## config.mk

```make
export PLATFORM = sky130hd
export DESIGN_NAME = fpb_top
export DESIGN_NICKNAME = d
export VERILOG_FILES = /design/src/fpb_pkg.sv /design/src/fpb_fifo.sv /design/src/fpb_sync.sv /design/src/fpb_top.sv
export VERILOG_INCLUDE_DIRS = /design/src /design/src/src
export SDC_FILE = /design/constraint.sdc
export NUM_CORES = 1
export LEC_CHECK = 0
export BUFFER_PORTS_ARGS = -buffer_cell sky130_fd_sc_hd__buf_2
export CELL_PAD_IN_SITES_DETAIL_PLACEMENT = 1
export CELL_PAD_IN_SITES_GLOBAL_PLACEMENT = 1
export CORE_MARGIN = 10
export CORE_UTILIZATION = 43
export CTS_CLUSTER_SIZE = 10
export DETAILED_ROUTE_END_ITERATION = 16
export PLACE_DENSITY_LB_ADDON = 0.2
export RECOVER_POWER = 25
export SYNTH_ARGS = -nofsm -noshare
export SYNTH_HDL_FRONTEND = slang
export SYNTH_SLANG_ARGS = --single-unit
```

## constraint.sdc

```tcl
create_clock -name sys_clk_i -period 3.53 [get_ports sys_clk_i]
set_clock_uncertainty 0.1 [all_clocks]
set_input_delay 0.5295 -clock sys_clk_i [delete_from_list [all_inputs] [get_ports sys_clk_i]]
set_output_delay 0.5295 -clock sys_clk_i [all_outputs]
set_load 0.01 [all_outputs]
```

## src/fpb_defs.svh

```systemverilog
// timing, field and command constants for the flash read and erase port
`ifndef FPB_DEFS_SVH
`define FPB_DEFS_SVH
`define FPB_CLK_PERIOD_NS 8
`define FPB_T_FIRST_NS 90
`define FPB_T_PAGE_NS 20
// least times round up to whole cycles
`define FPB_FIRST_CYC ((`FPB_T_FIRST_NS + `FPB_CLK_PERIOD_NS - 1) / `FPB_CLK_PERIOD_NS)
`define FPB_PAGE_CYC ((`FPB_T_PAGE_NS + `FPB_CLK_PERIOD_NS - 1) / `FPB_CLK_PERIOD_NS)
`define FPB_TMR_W 5
`define FPB_ADDR_W 23
`define FPB_DATA_W 16
`define FPB_LAT_MIN 3'h2
`define FPB_LAT_MAX 3'h6
`define FPB_GRP_W 4
`define FPB_GAP_FIRST 4'hd
`define FPB_LEN_CONT 3'h0
`define FPB_LEN_4 3'h1
`define FPB_LEN_8 3'h2
`define FPB_LEN_16 3'h3
`define FPB_PLANE_LSB 18
`define FPB_SECTOR_LSB 15
// erase command bytes, values arbitrary
`define FPB_CMD_SETUP 8'h20
`define FPB_CMD_CHIP 8'h10
`define FPB_CMD_PLANE 8'h30
`define FPB_CMD_SECTOR 8'hd0
`define FPB_CMD_BYTE_W 8
`define FPB_SYNC_W 6
`endif

```

## src/fpb_pkg.sv

```systemverilog
// types shared by the flash read and erase port
package fpb_pkg;
  typedef struct packed {
    logic read_type_bit;
    logic page_size_bit;
    logic [2:0] latency_field;
    logic wait_polarity_bit;
    logic wait_timing_bit;
    logic linear_burst_bit;
    logic clock_edge_bit;
    logic burst_wrap_bit;
    logic [2:0] burst_len;
  } fpb_cfg_t;

  typedef enum logic [1:0] {
    FPB_ER_CHIP = 2'b00,
    FPB_ER_PLANE = 2'b01,
    FPB_ER_SECTOR = 2'b10
  } fpb_er_kind_t;

  typedef struct packed {
    fpb_er_kind_t kind;
    logic [22:0] addr;
  } fpb_erase_cmd_t;

  typedef enum logic [2:0] {
    FPB_IDLE = 3'b000,
    FPB_PAGE = 3'b001,
    FPB_BLAT = 3'b010,
    FPB_BDATA = 3'b011,
    FPB_BGAP = 3'b100,
    FPB_BDONE = 3'b101
  } fpb_state_t;
endpackage : fpb_pkg

```

## src/fpb_fifo.sv

```systemverilog
// flip-flop fifo with valid and ready on both sides and a flush
module fpb_fifo #(
  parameter int WIDTH = 16,
  parameter int DEPTH = 8
) (
  input wire logic sys_clk_i,
  input wire logic sys_rst_i,
  input wire logic flush_i,
  input wire logic in_valid_i,
  output logic in_ready_o,
  input wire logic [WIDTH-1:0] in_data_i,
  output logic out_valid_o,
  input wire logic out_ready_i,
  output logic [WIDTH-1:0] out_data_o
);
  localparam int AW = $clog2(DEPTH);
  logic [WIDTH-1:0] mem_q [DEPTH];
  logic [AW-1:0] wr_q;
  logic [AW-1:0] rd_q;
  logic [AW:0] cnt_q;
  logic push;
  logic pop;

  assign in_ready_o = (cnt_q != (AW+1)'(DEPTH));
  assign out_valid_o = (cnt_q != '0);
  assign out_data_o = mem_q[rd_q];
  assign push = in_valid_i && in_ready_o;
  assign pop = out_valid_o && out_ready_i;

  // storage write
  always_ff @(posedge sys_clk_i) begin
    if (push) begin
      mem_q[wr_q] <= in_data_i;
    end
  end

  // pointers and fill count, wrap for non power of two depth
  always_ff @(posedge sys_clk_i) begin
    if (sys_rst_i || flush_i) begin
      wr_q <= '0;
      rd_q <= '0;
      cnt_q <= '0;
    end else begin
      if (push) begin
        wr_q <= (wr_q == AW'(DEPTH - 1)) ? '0 : wr_q + 1'b1;
      end
      if (pop) begin
        rd_q <= (rd_q == AW'(DEPTH - 1)) ? '0 : rd_q + 1'b1;
      end
      cnt_q <= cnt_q + (AW+1)'(push) - (AW+1)'(pop);
    end
  end
endmodule : fpb_fifo

```

## src/fpb_sync.sv

```systemverilog
// three-stage pin synchroniser, a change counts once stages two and three agree
module fpb_sync #(
  parameter int WIDTH = 1,
  parameter logic [WIDTH-1:0] INIT = '0
) (
  input wire logic sys_clk_i,
  input wire logic sys_rst_i,
  input wire logic [WIDTH-1:0] pin_i,
  output logic [WIDTH-1:0] level_o
);
  logic [WIDTH-1:0] s1_q;
  logic [WIDTH-1:0] s2_q;
  logic [WIDTH-1:0] s3_q;

  // stage one feeds stage two only
  always_ff @(posedge sys_clk_i) begin
    if (sys_rst_i) begin
      s1_q <= INIT;
      s2_q <= INIT;
      s3_q <= INIT;
    end else begin
      s1_q <= pin_i;
      s2_q <= s1_q;
      s3_q <= s2_q;
    end
  end

  // per bit agreement filter
  for (genvar i = 0; i < WIDTH; i++) begin : g_agree
    always_ff @(posedge sys_clk_i) begin
      if (sys_rst_i) begin
        level_o[i] <= INIT[i];
      end else if (s2_q[i] == s3_q[i]) begin
        level_o[i] <= s3_q[i];
      end
    end
  end
endmodule : fpb_sync

```

## src/fpb_top.sv

```systemverilog
// flash page, burst read and erase entry front end
// Functional notes
// - page read ignores burst clock entirely
// - page size four or eight words
// - pulsed strobe latches page address rising
// - first word 90 ns, page words 20 ns
// - burst start latched on first event
// - after latency one word per clock
// - start 13-15 linear wrap adds one gap
// - wait low without new data, high valid
// - wait floats when select or enable high
// - fixed bursts give four, eight, sixteen words
// - wrapping bursts insert no boundary gap
// - suspend keeps sensing and latched data
// - resume continues burst where it stopped
// - enable high floats wait during suspend
// - reset pin halts, floats, returns read
// - erase sets bits to one, three scopes
// - chip erase starts on final strobe
// - plane erase uses second strobe address
// - sector erase only when unprotected
// - read type selects burst or asynchronous
// - latency field gives two to six cycles
// - clock edge bit picks active edge
`include "fpb_defs.svh"
module fpb_top import fpb_pkg::*; #(
  parameter int FIFO_DEPTH = 8
) (
  input wire logic sys_clk_i,
  input wire logic sys_rst_i,
  input wire logic chip_sel_n_i,
  input wire logic out_en_n_i,
  input wire logic write_n_i,
  input wire logic addr_valid_n_i,
  input wire logic burst_clk_i,
  input wire logic reset_n_i,
  input wire logic [`FPB_ADDR_W-1:0] addr_i,
  input wire logic [`FPB_DATA_W-1:0] data_i,
  input wire fpb_cfg_t cfg_i,
  output logic [`FPB_DATA_W-1:0] data_o,
  output logic data_oe_o,
  output logic wait_o,
  output logic wait_oe_o,
  output logic array_rd_o,
  output logic [`FPB_ADDR_W-1:0] array_addr_o,
  input wire logic array_rvalid_i,
  input wire logic [`FPB_DATA_W-1:0] array_rdata_i,
  input wire logic sector_protected_i,
  input wire logic erase_busy_i,
  output logic erase_start_o,
  output fpb_erase_cmd_t erase_cmd_o,
  output logic erase_abort_o
);
  localparam int SW = `FPB_SYNC_W + `FPB_ADDR_W + `FPB_DATA_W;
  logic [SW-1:0] pins_raw;
  logic [SW-1:0] pins;
  logic ce_n, oe_n, we_n, avd_n, bclk, rst_pin_n;
  logic [`FPB_ADDR_W-1:0] addr;
  logic [`FPB_DATA_W-1:0] din;
  logic avd_d_q, bclk_d_q, we_d_q, ce_d_q;
  logic avd_rise, bclk_edge, we_rise, active, halted;
  fpb_state_t st_q;
  logic [`FPB_ADDR_W-1:0] page_base_q;
  logic [`FPB_ADDR_W-1:0] last_addr_q;
  logic [`FPB_ADDR_W-1:0] fetch_addr_q;
  logic [`FPB_ADDR_W-1:0] out_addr_q;
  logic [`FPB_ADDR_W-1:0] page_addr;
  logic [`FPB_ADDR_W-1:0] fetch_next;
  logic [`FPB_ADDR_W-1:0] page_mask;
  logic [`FPB_TMR_W-1:0] tmr_q;
  logic [2:0] lat_q;
  logic [2:0] lat_cfg;
  logic [4:0] len_words;
  logic [4:0] fetched_q;
  logic [4:0] out_cnt_q;
  logic gap_pend_q, pend_q, discard_q, page_rdy_q, valid_q, cmd_armed_q;
  logic fifo_in_ready, fifo_out_valid, fifo_pop, fifo_flush, fifo_push;
  logic [`FPB_DATA_W-1:0] fifo_data;
  logic fetch_go, burst_st, page_chg, pop_now, gap_now;

  // every pin crosses into the system clock through the synchroniser
  assign pins_raw = {chip_sel_n_i, out_en_n_i, write_n_i, addr_valid_n_i,
                     burst_clk_i, reset_n_i, addr_i, data_i};
  fpb_sync #(.WIDTH(SW), .INIT({6'h3d, {(SW-6){1'b0}}})) u_sync (
    .sys_clk_i(sys_clk_i),
    .sys_rst_i(sys_rst_i),
    .pin_i(pins_raw),
    .level_o(pins)
  );
  assign {ce_n, oe_n, we_n, avd_n, bclk, rst_pin_n, addr, din} = pins;

  // edge history of the filtered pins
  always_ff @(posedge sys_clk_i) begin
    if (sys_rst_i) begin
      avd_d_q <= 1'b1;
      bclk_d_q <= 1'b0;
      we_d_q <= 1'b1;
      ce_d_q <= 1'b1;
    end else begin
      avd_d_q <= avd_n;
      bclk_d_q <= bclk;
      we_d_q <= we_n;
      ce_d_q <= ce_n;
    end
  end
  assign avd_rise = avd_n && !avd_d_q;
  // active edge chosen by the clock edge bit, one means rising
  assign bclk_edge = cfg_i.clock_edge_bit ? (bclk && !bclk_d_q) :
                     (!bclk && bclk_d_q);
  assign we_rise = we_n && !we_d_q;
  assign halted = !rst_pin_n;
  assign active = !ce_n && !halted;
  // a suspended burst sees no edges since enable gates them
  assign burst_st = (st_q == FPB_BLAT) || (st_q == FPB_BDATA) ||
                    (st_q == FPB_BGAP) || (st_q == FPB_BDONE);

  // out-of-range codes clamp into the two to six window
  assign lat_cfg = (cfg_i.latency_field < `FPB_LAT_MIN) ? `FPB_LAT_MIN :
                   (cfg_i.latency_field > `FPB_LAT_MAX) ? `FPB_LAT_MAX :
                   cfg_i.latency_field;
  always_comb begin
    case (cfg_i.burst_len)
      `FPB_LEN_4: len_words = 5'h04;
      `FPB_LEN_8: len_words = 5'h08;
      `FPB_LEN_16: len_words = 5'h10;
      default: len_words = 5'h00;
    endcase
  end

  // page bits above the word select, live while the strobe is held low
  assign page_mask = cfg_i.page_size_bit ? 23'h7ffff8 : 23'h7ffffc;
  assign page_addr = avd_n ? ((page_base_q & page_mask) | (addr & ~page_mask)) :
                     addr;
  assign page_chg = ((page_addr & page_mask) != (last_addr_q & page_mask));

  // next fetch address, wrapping inside the burst length when wrap is clear
  always_comb begin
    fetch_next = fetch_addr_q + 23'h000001;
    if (!cfg_i.burst_wrap_bit && (len_words != 5'h00)) begin
      fetch_next = (fetch_addr_q & ~23'(len_words - 5'h01)) |
                   ((fetch_addr_q + 23'h000001) & 23'(len_words - 5'h01));
    end
  end

  // sensing runs ahead of the output, also while suspended
  assign fetch_go = burst_st && !pend_q && fifo_in_ready && !halted &&
                    ((len_words == 5'h00) || (fetched_q != len_words));
  assign fifo_push = array_rvalid_i && burst_st && !discard_q;
  assign pop_now = bclk_edge && !oe_n && fifo_out_valid &&
                   (((st_q == FPB_BLAT) && (lat_q == 3'h1)) ||
                    ((st_q == FPB_BGAP) && (lat_q == 3'h1)) ||
                    ((st_q == FPB_BDATA) && !gap_now));
  // first crossing of a sixteen word group when start sat at 13 to 15
  assign gap_now = gap_pend_q &&
                   (out_addr_q[`FPB_GRP_W-1:0] == {`FPB_GRP_W{1'b1}});
  assign fifo_pop = pop_now;
  assign fifo_flush = !active;

  fpb_fifo #(.WIDTH(`FPB_DATA_W), .DEPTH(FIFO_DEPTH)) u_fifo (
    .sys_clk_i(sys_clk_i),
    .sys_rst_i(sys_rst_i),
    .flush_i(fifo_flush),
    .in_valid_i(fifo_push),
    .in_ready_o(fifo_in_ready),
    .in_data_i(array_rdata_i),
    .out_valid_o(fifo_out_valid),
    .out_ready_i(fifo_pop),
    .out_data_o(fifo_data)
  );

  // read sequencer: page path or burst path by read type
  always_ff @(posedge sys_clk_i) begin
    if (sys_rst_i || !active) begin
      st_q <= FPB_IDLE;
      lat_q <= 3'h0;
      gap_pend_q <= 1'b0;
      out_cnt_q <= 5'h00;
      out_addr_q <= '0;
    end else begin
      case (st_q)
        FPB_IDLE: begin
          if (cfg_i.read_type_bit) begin
            st_q <= FPB_PAGE;
          end else if (avd_rise || (!avd_n && bclk_edge)) begin
            st_q <= FPB_BLAT;
            lat_q <= lat_cfg;
            out_addr_q <= addr;
            gap_pend_q <= cfg_i.linear_burst_bit && cfg_i.burst_wrap_bit &&
                          (addr[`FPB_GRP_W-1:0] >= `FPB_GAP_FIRST);
          end
        end
        FPB_PAGE: begin
          if (!cfg_i.read_type_bit) begin
            st_q <= FPB_IDLE;
          end
        end
        FPB_BLAT, FPB_BGAP: begin
          if (bclk_edge && !oe_n && (lat_q > 3'h1)) begin
            lat_q <= lat_q - 3'h1;
          end else if (pop_now) begin
            st_q <= FPB_BDATA;
            out_cnt_q <= out_cnt_q + 5'h01;
          end
        end
        FPB_BDATA: begin
          if (bclk_edge && !oe_n) begin
            if ((len_words != 5'h00) && (out_cnt_q == len_words)) begin
              st_q <= FPB_BDONE;
            end else if (gap_now) begin
              st_q <= FPB_BGAP;
              lat_q <= lat_cfg;
              gap_pend_q <= 1'b0; // gap happens only once
            end else if (pop_now) begin
              out_cnt_q <= out_cnt_q + 5'h01;
              out_addr_q <= out_addr_q + 23'h000001;
            end
          end
        end
        default: st_q <= FPB_BDONE;
      endcase
    end
  end

  // array request engine, one read in flight
  always_ff @(posedge sys_clk_i) begin
    if (sys_rst_i) begin
      array_rd_o <= 1'b0;
      array_addr_o <= '0;
      fetch_addr_q <= '0;
      fetched_q <= 5'h00;
      pend_q <= 1'b0;
      discard_q <= 1'b0;
      page_base_q <= '0;
      last_addr_q <= '0;
      tmr_q <= '0;
      page_rdy_q <= 1'b0;
    end else begin
      array_rd_o <= 1'b0;
      if (array_rvalid_i) begin
        pend_q <= 1'b0;
        discard_q <= 1'b0;
      end
      if (avd_rise) begin
        page_base_q <= addr;
      end
      if (!active || (st_q == FPB_IDLE)) begin
        // a stale answer still in flight is dropped, then the mark clears
        discard_q <= (pend_q || discard_q) && !array_rvalid_i;
        fetched_q <= 5'h00;
        fetch_addr_q <= addr;
        page_rdy_q <= 1'b0;
        tmr_q <= `FPB_TMR_W'(`FPB_FIRST_CYC);
        last_addr_q <= page_addr;
        if (active && cfg_i.read_type_bit && !pend_q) begin
          array_rd_o <= 1'b1; // first word of the page
          array_addr_o <= page_addr;
          pend_q <= 1'b1;
        end
      end else if (st_q == FPB_PAGE) begin
        // clock input has no effect in this state
        if (page_addr != last_addr_q && !pend_q) begin
          tmr_q <= page_chg ? `FPB_TMR_W'(`FPB_FIRST_CYC) :
                   `FPB_TMR_W'(`FPB_PAGE_CYC);
          last_addr_q <= page_addr;
          page_rdy_q <= 1'b0;
          array_rd_o <= 1'b1;
          array_addr_o <= page_addr;
          pend_q <= 1'b1;
        end else begin
          if (tmr_q != '0) begin
            tmr_q <= tmr_q - 1'b1;
          end
          if (array_rvalid_i && !discard_q) begin
            page_rdy_q <= 1'b1;
          end
        end
      end else if (fetch_go) begin
        array_rd_o <= 1'b1;
        array_addr_o <= fetch_addr_q;
        fetch_addr_q <= fetch_next;
        fetched_q <= fetched_q + 5'h01;
        pend_q <= 1'b1;
      end
    end
  end

  // output drivers, floated by select, enable and the reset pin
  always_ff @(posedge sys_clk_i) begin
    if (sys_rst_i) begin
      data_o <= '0;
      data_oe_o <= 1'b0;
      wait_o <= 1'b0;
      wait_oe_o <= 1'b0;
      valid_q <= 1'b0;
    end else begin
      data_oe_o <= active && !oe_n;
      wait_oe_o <= active && !oe_n && burst_st;
      if (!active) begin
        valid_q <= 1'b0;
      end else if (pop_now) begin
        data_o <= fifo_data;
        valid_q <= 1'b1;
      end else if (bclk_edge && !oe_n && burst_st) begin
        valid_q <= (st_q == FPB_BDONE) && valid_q; // valid cleared on the edge into done and kept low there
      end
      if ((st_q == FPB_PAGE) && array_rvalid_i && !discard_q) begin
        data_o <= array_rdata_i; // shown once the access time ran out
      end
      // default polarity: low while no new data
      wait_o <= valid_q ^ cfg_i.wait_polarity_bit;
      if (st_q == FPB_PAGE) begin
        data_oe_o <= active && !oe_n && page_rdy_q && (tmr_q == '0);
      end
    end
  end

  // erase command decoder, two writes, taken on the strobe rising edge
  always_ff @(posedge sys_clk_i) begin
    if (sys_rst_i || halted) begin
      cmd_armed_q <= 1'b0;
      erase_start_o <= 1'b0;
      erase_cmd_o <= '{kind: FPB_ER_CHIP, addr: '0};
    end else begin
      erase_start_o <= 1'b0;
      if (we_rise && !ce_n && oe_n) begin
        cmd_armed_q <= (din[`FPB_CMD_BYTE_W-1:0] == `FPB_CMD_SETUP);
        if (cmd_armed_q) begin
          // pins at the second strobe rise, not the read page latch
          erase_cmd_o.addr <= addr;
          case (din[`FPB_CMD_BYTE_W-1:0])
            `FPB_CMD_CHIP: begin
              erase_cmd_o.kind <= FPB_ER_CHIP;
              erase_start_o <= 1'b1;
            end
            `FPB_CMD_PLANE: begin
              erase_cmd_o.kind <= FPB_ER_PLANE;
              erase_start_o <= 1'b1;
            end
            `FPB_CMD_SECTOR: begin
              erase_cmd_o.kind <= FPB_ER_SECTOR;
              erase_start_o <= !sector_protected_i;
            end
            default: erase_start_o <= 1'b0;
          endcase
        end
      end
    end
  end

  // reset pin during an erase stops it; the array content is then unknown
  always_ff @(posedge sys_clk_i) begin
    if (sys_rst_i) begin
      erase_abort_o <= 1'b0;
    end else begin
      erase_abort_o <= halted && erase_busy_i;
    end
  end
endmodule : fpb_top
```

==> results.sh, run 1 <==
export IMPL_area_delta_synth_final_pct=15.4
export IMPL_insertedDiodeCount=0
export IMPL_startpoint_type="register"
export IMPL_syn_area_mm2=0.0183
export IMPL_synth_seq_cells=460
export IMPL_crit_path_end_kind="register"
export IMPL_synth_edf_count=128
export IMPL_portBuffers=139
export IMPL_ant_nets=0
export IMPL_initial_utilization_pct=43.6
export IMPL_synth_nets=1812
export IMPL_hpwl_um=32000
export IMPL_cts_tree="done"
export IMPL_drive_gt1_share_pct=16.8
export IMPL_yosysUniqueCellTypes=78
export IMPL_cp_max_fo=14
export IMPL_clockBufferDepth=3
export IMPL_outcome="complete, no violations"
export IMPL_die_h_um=226
export IMPL_grt_max_degree=87
export IMPL_period_needed_ns=3.18
export IMPL_synth_flop_cell="dfxtp_1"
export IMPL_tns_ns=0
export IMPL_crit_slowest_cell="dfxtp_1"
export IMPL_die_x_um=226
export IMPL_cts_resized=0
export IMPL_grt_overflow_total=0
export IMPL_slew_headroom_pct=39.5
export IMPL_ir_drop_uv=327
export IMPL_synth_most_common_cell="dfxtp_1"
export IMPL_die_area_mm2=0.0512
export IMPL_yosysTopAreaCell="dfxtp_1"
export IMPL_cts_made_buffers=53
export IMPL_synthTopCellsByArea="dfxtp_1 (36%), edfxtp_1 (21%), a21oi_1 (4.0%)"
export IMPL_maxCapViolCount=0
export IMPL_crit_type="register to register"
export IMPL_hp_class="input port to register"
export IMPL_antenna_found_initial=0
export IMPL_cts_clk_slew_worst_paths_ns=0.05
export IMPL_routedWlPerCell_um=19.4
export IMPL_hold_violations=0
export IMPL_row_count=75
export IMPL_grt_pass1_wl_um=75100
export IMPL_drv_slew=0
export IMPL_synth_common_cells="dfxtp_1 (332), nand2_1 (172), a21oi_1 (146)"
export IMPL_post_route_drc_count=0
export IMPL_cpMostUsedCell="inv_1"
export IMPL_rr_worst_depth=9
export IMPL_fmax_ghz=0.315
export IMPL_grt_util_all_layers_pct=18.2
export IMPL_avgViaCountPerCell=5.47
export IMPL_finalWeightedCongestion=0.852
export IMPL_worstSkewPairLatency_ns=0.57
export IMPL_critPathMaxStageDelay_ns=0.64
export IMPL_postSynthAreaPerCell_um2=10.7
export IMPL_tightest_slew_ns=0.908
export IMPL_drt_first_iter_violations=730
export IMPL_post_route_period_util_pct=90.0
export IMPL_seq_area_frac_synth_pct=57.3
export IMPL_cts_root_buf="clkbuf_16"
export IMPL_htree_levels=2
export IMPL_cts_setup_buffers=0
export IMPL_pwr_density_cell_mw_per_mm2=497
export IMPL_async_reset_ff_share_pct=0
export IMPL_setup_viol=0
export IMPL_ioPinCount=149
export IMPL_arrival_ns=3.56
export IMPL_design_core_area_mm2=0.0420
export IMPL_synth_top_area_share_pct=36.3
export IMPL_rsz0062_at_grt="no"
export IMPL_power_mw=10.5
export IMPL_cp_required_ns=3.91
export IMPL_vias=13200
export IMPL_grt_pass1_vias=13700
export IMPL_ys_warn_count=0
export IMPL_nNetsFinal=1956
export IMPL_crit_chain="inv_1, ha_1, inv_1, a2111oi_2, nand3_1, buf_4, o21ai_0, a21oi_1, a211oi_1"
export IMPL_hold_buffers=0
export IMPL_drt_pass1_iter_count=5
export IMPL_netlist_instances=1709
export IMPL_routed_wl_um=46900
export IMPL_min_path_cells=2
export IMPL_static_leakage_power_nw=7.71
export IMPL_cts_sinks=460
[state kept, by name, indices dropped and copies added (netlist names), 16 cells and up, named ones only]
| register | count |
|---|---|
| page_base_q | 21 |
| u_sync.level_o | 37 |
| u_sync.s3_q | 37 |
| u_sync.s1_q | 37 |
| data_o | 16 |
| erase_cmd_o | 25 |
| array_addr_o | 23 |
| u_fifo.mem_q | 128 |
| last_addr_q | 23 |
| u_sync.s2_q | 37 |
[worst max-delay path: cells and delay by family (launching register included)]
kind | cells | cell delay (ns)
flip-flops | 1 | 0.64
AND/OR/NAND/NOR | 1 | 0.20
buffers and inverters | 3 | 0.56
adder cells (fa/ha/maj) | 1 | 0.33
AO/OA/AOI/OAI | 4 | 1.24
[area by class of cell]
class | count | area [µm²]
fillers | 4565 | 20900
flip-flops and latches | 460 | 10500
multi-input cells | 1124 | 7330
clock buffers | 75 | 1450
repair buffers | 186 | 1060
well taps | 539 | 674
inverters | 28 | 105
clock inverters | 4 | 16.3
[per-layer routing]
layer	global-route usage (%)	wire length (µm)	vias to the layer above	part of all wire (%)
met5	0	0	-	0
met1	23.8	21400	6559	46
met3	3.09	2130	60	4.5
met2	30.2	22600	267	48
li1	-	-	6324	-
met4	5.37	872	0	1.9
[placed cells by master (no fill, tap or decap), types with 13 or more instances in the layout]
cell	instances
o21ai_0	48
nor2b_1	105
buf_4	45
nor3_1	47
clkbuf_1	34
nand2_1	172
mux2i_1	51
a211o_1	14
buf_2	122
a21oi_1	146
inv_1	28
clkbuf_16	53
xor2_1	25
nand3_1	19
dfxtp_1	331
xnor2_1	29
mux4_2	32
nor2_1	140
edfxtp_1	128
or2_2	22
nand2b_1	32
ha_1	23
nor4_1	13
a211oi_1	60
[where the power goes]
part	internal (mW)	switching, mW
Clock	2.79	1.99
Sequential	5.48	0.0256
Combinational	0.0838	0.135
[per-stage QoR]
step | std cells | worst slack [ns] | instance area (µm²) | hold slack, ns | utilization [%]
after floorplan | 1709 | 0.00950 | 18300 | 0.289 | -
after global placement | 2337 | 0.196 | 19700 | 0.293 | 46.8
after detailed placement | 2337 | 0.117 | 19700 | 0.296 | 46.8
after CTS | 2416 | 0.302 | 21100 | 0.00722 | 50.3
after global routing | 2416 | 0.0487 | 21100 | 0.0212 | 50.3
final | 2416 | 0.352 | 21100 | 0.0450 | 50.3
[logic make-up (layout without fill, tap and decap cells)]
family | count (synthesis) | count (layout) | share of synthesized area [%]
AND/OR/NAND/NOR | 624 | 624 | 16.9
AO/OA/AOI/OAI | 329 | 329 | 11.3
XOR/XNOR | 54 | 54 | 2.58
flip-flops | 460 | 460 | 57.3
buffers and inverters | 125 | 293 | 2.85
multiplexers | 93 | 93 | 7.36
adder cells (fa/ha/maj) | 24 | 24 | 1.68
[final timing paths]
kind                                       from               to  slack [ns]
worst max-delay path                    st_q[1]         register        0.35
worst min-delay path               chip_sel_n_i  u_sync.s1_q[44]        0.05
worst max register to register          st_q[1]         register        0.35
worst min register to register  u_sync.s1_q[43]  u_sync.s2_q[43]        0.30
No activity file was read; power rests on OpenSTA's default activity.
==> run 2, diff against run 1 <==
==> constraint.sdc (replaced) <==
create_clock -name sys_clk_i -period 2.8 [get_ports sys_clk_i]
set_clock_uncertainty 0.1 [all_clocks]
set_input_delay 0.42 -clock sys_clk_i [delete_from_list [all_inputs] [get_ports sys_clk_i]]
set_output_delay 0.42 -clock sys_clk_i [all_outputs]
set_load 0.01 [all_outputs]
==> results.sh, run 2 (synthesized netlist as in run 1, its figures left out) <==
export IMPL_row_count=75
export IMPL_cts_sinks=460
export IMPL_routed_wl_um=50500
export IMPL_fillers=4553
export IMPL_final_common_cell="dfxtp_1"
export IMPL_cts_made_buffers=53
export IMPL_ir_drop_uv=528
export IMPL_reg2reg_to="array_addr_o[1]"
export IMPL_register_area_mm2=0.0105
export IMPL_final_cell_mix="dfxtp_1 (329), nand2_1 (172), a21oi_1 (146)"
export IMPL_crit_path_end="array_addr_o[1]"
export IMPL_fmax_ghz=0.365
export IMPL_pwr_density_cell_mw_per_mm2=594
export IMPL_tns_ns=0
export IMPL_cp_required_ns=3.18
export IMPL_regMostFlops="u_fifo.mem_q"
export IMPL_ant_nets=0
export IMPL_setup_viol=0
export IMPL_r2r_start="u_sync.level_o[41]"
export IMPL_worstSkewPairLatency_ns=0.60
export IMPL_vias=13700
export IMPL_utilization_pct=53.9
export IMPL_die_h_um=226
export IMPL_drt_pass1_iter_count=5
export IMPL_grt_pass1_wl_um=79200
export IMPL_grt_pass1_vias=14500
export IMPL_die_x_um=226
export IMPL_ioPinCount=149
export IMPL_multi_input_area_mm2=0.00744
export IMPL_hp_class="input port to register"
export IMPL_r2r_setup_slack_ns=0.06
export IMPL_post_route_period_util_pct=97.9
export IMPL_cpMostUsedCell="mux2_2"
export IMPL_outcome="complete, no violations"
export IMPL_clockBufferDepth=3
export IMPL_cp_max_fo=7
export IMPL_grt_max_degree=179
export IMPL_post_route_drc_count=0
export IMPL_cp_startpoint="u_sync.level_o[41]"
export IMPL_tightest_slew_ns=0.965
export IMPL_drv_slew=0
export IMPL_startpoint_type="register"
export IMPL_drive_gt1_share_pct=21.8
export IMPL_crit_type="register to register"
export IMPL_arrival_ns=3.12
export IMPL_cts_clk_slew_worst_paths_ns=0.06
export IMPL_die_area_mm2=0.0512
export IMPL_grt_overflow_total=0
export IMPL_grt_util_all_layers_pct=19.3
export IMPL_rsz0062_at_grt="yes"
export IMPL_cts_tree="done"
export IMPL_largest_register_ffs=128
export IMPL_htree_levels=2
export IMPL_drt_first_iter_violations=824
export IMPL_antenna_found_initial=1
export IMPL_maxCapViolCount=0
export IMPL_area_delta_synth_final_pct=23.7
export IMPL_initial_utilization_pct=43.6
export IMPL_routedWlPerCell_um=19.7
export IMPL_slew_headroom_pct=35.7
export IMPL_static_leakage_power_nw=8.47
export IMPL_portBuffers=139
export IMPL_nNetsFinal=2100
export IMPL_power_mw=13.5
export IMPL_crit_slowest_cell="dfxtp_4"
export IMPL_critPathMaxStageDelay_ns=0.42
export IMPL_avgViaCountPerCell=5.35
export IMPL_period_needed_ns=2.74
export IMPL_finalWeightedCongestion=0.903
export IMPL_hpwl_um=34500
export IMPL_crit_path_end_kind="register"
export IMPL_crit_chain="buf_4, mux2_2, xor2_1, nor4_2, and4_4, nand3_2, a41oi_4, buf_12, mux2_2"
export IMPL_design_core_area_mm2=0.0420
export IMPL_rr_worst_depth=9
export IMPL_hold_violations=0
export IMPL_cts_root_buf="clkbuf_16"
==> run 2: repair_timing <==
item                                    4_1_cts  5_1_grt
resized for setup                             5       20
cloned                                        0        4
buffers inserted                              0        3
pin swaps                                     1        7
hold buffers                                 44        0
endpoints found under the hold margin        67        0
endpoints found under the setup margin       54       55
==> run 2: cell type report <==
cell class,instances,area share (%)
inverters,28,0.464
diodes,1,0.0110
multi-input cells,1124,32.8
flip-flops and latches,460,46.3
well taps,539,2.98
clock buffers,82,6.47
repair buffers,330,10.7
clock inverters,4,0.204
==> run 2: worst max-delay path, delay by kind of cell (launching register included) <==
family / cells / cell delay, ns
compound gates: 1 / 0.20
xor+xnor: 1 / 0.15
flops: 1 / 0.42
buf+inv: 2 / 0.30
mux: 2 / 0.68
simple gates: 3 / 0.78
==> run 2: worst min path at each step <==
stage / from / end / slack [ns] / cells after the start
floorplan: u_sync.s1_q[39] / u_sync.s2_q[39] / 0.29 / 1
global placement: u_sync.s1_q[41] / u_sync.s2_q[41] / 0.30 / 1
detailed placement: u_sync.s1_q[41] / u_sync.s2_q[41] / 0.31 / 1
CTS: array_rdata_i[4] / u_fifo.mem_q[3][4] / 0.0008 / 1
global route: cfg_i[7] / wait_o / 0.05 / 3
finish: cfg_i[7] / wait_o / 0.04 / 3
==> run 2: where the power goes <==
part | internal (mW) | switching [mW] | leakage [nW]
logic | 0.165 | 0.191 | 3.90
clock network | 3.56 | 2.61 | 0.728
registers | 6.90 | 0.0325 | 3.85
total | 10.6 | 2.83 | 8.47
==> run 2: layer usage <==
| metal | routed length (µm) | up-vias | track usage [%] | share of wire, % |
|---|---|---|---|---|
| met5 | 0 | - | 0 | 0 |
| met1 | 22300 | 6768 | 24.7 | 44 |
| met3 | 2410 | 65 | 3.86 | 4.8 |
| met4 | 995 | 0 | 5.17 | 2.0 |
| met2 | 24800 | 289 | 32.7 | 49 |
| li1 | - | 6620 | - | - |
==> run 2: through the flow <==
stage / hold slack [ns] / std cells / setup slack, ns / area, µm²
after detailed placement: 0.310 / 2430 / -0.296 / 20500
after CTS: 0.000782 / 2560 / 0.0240 / 22500
after global placement: 0.303 / 2430 / -0.268 / 20500
final: 0.0439 / 2568 / 0.0585 / 22700
after global routing: 0.0499 / 2567 / -0.0489 / 22700
after floorplan: 0.289 / 1709 / -0.321 / 18300
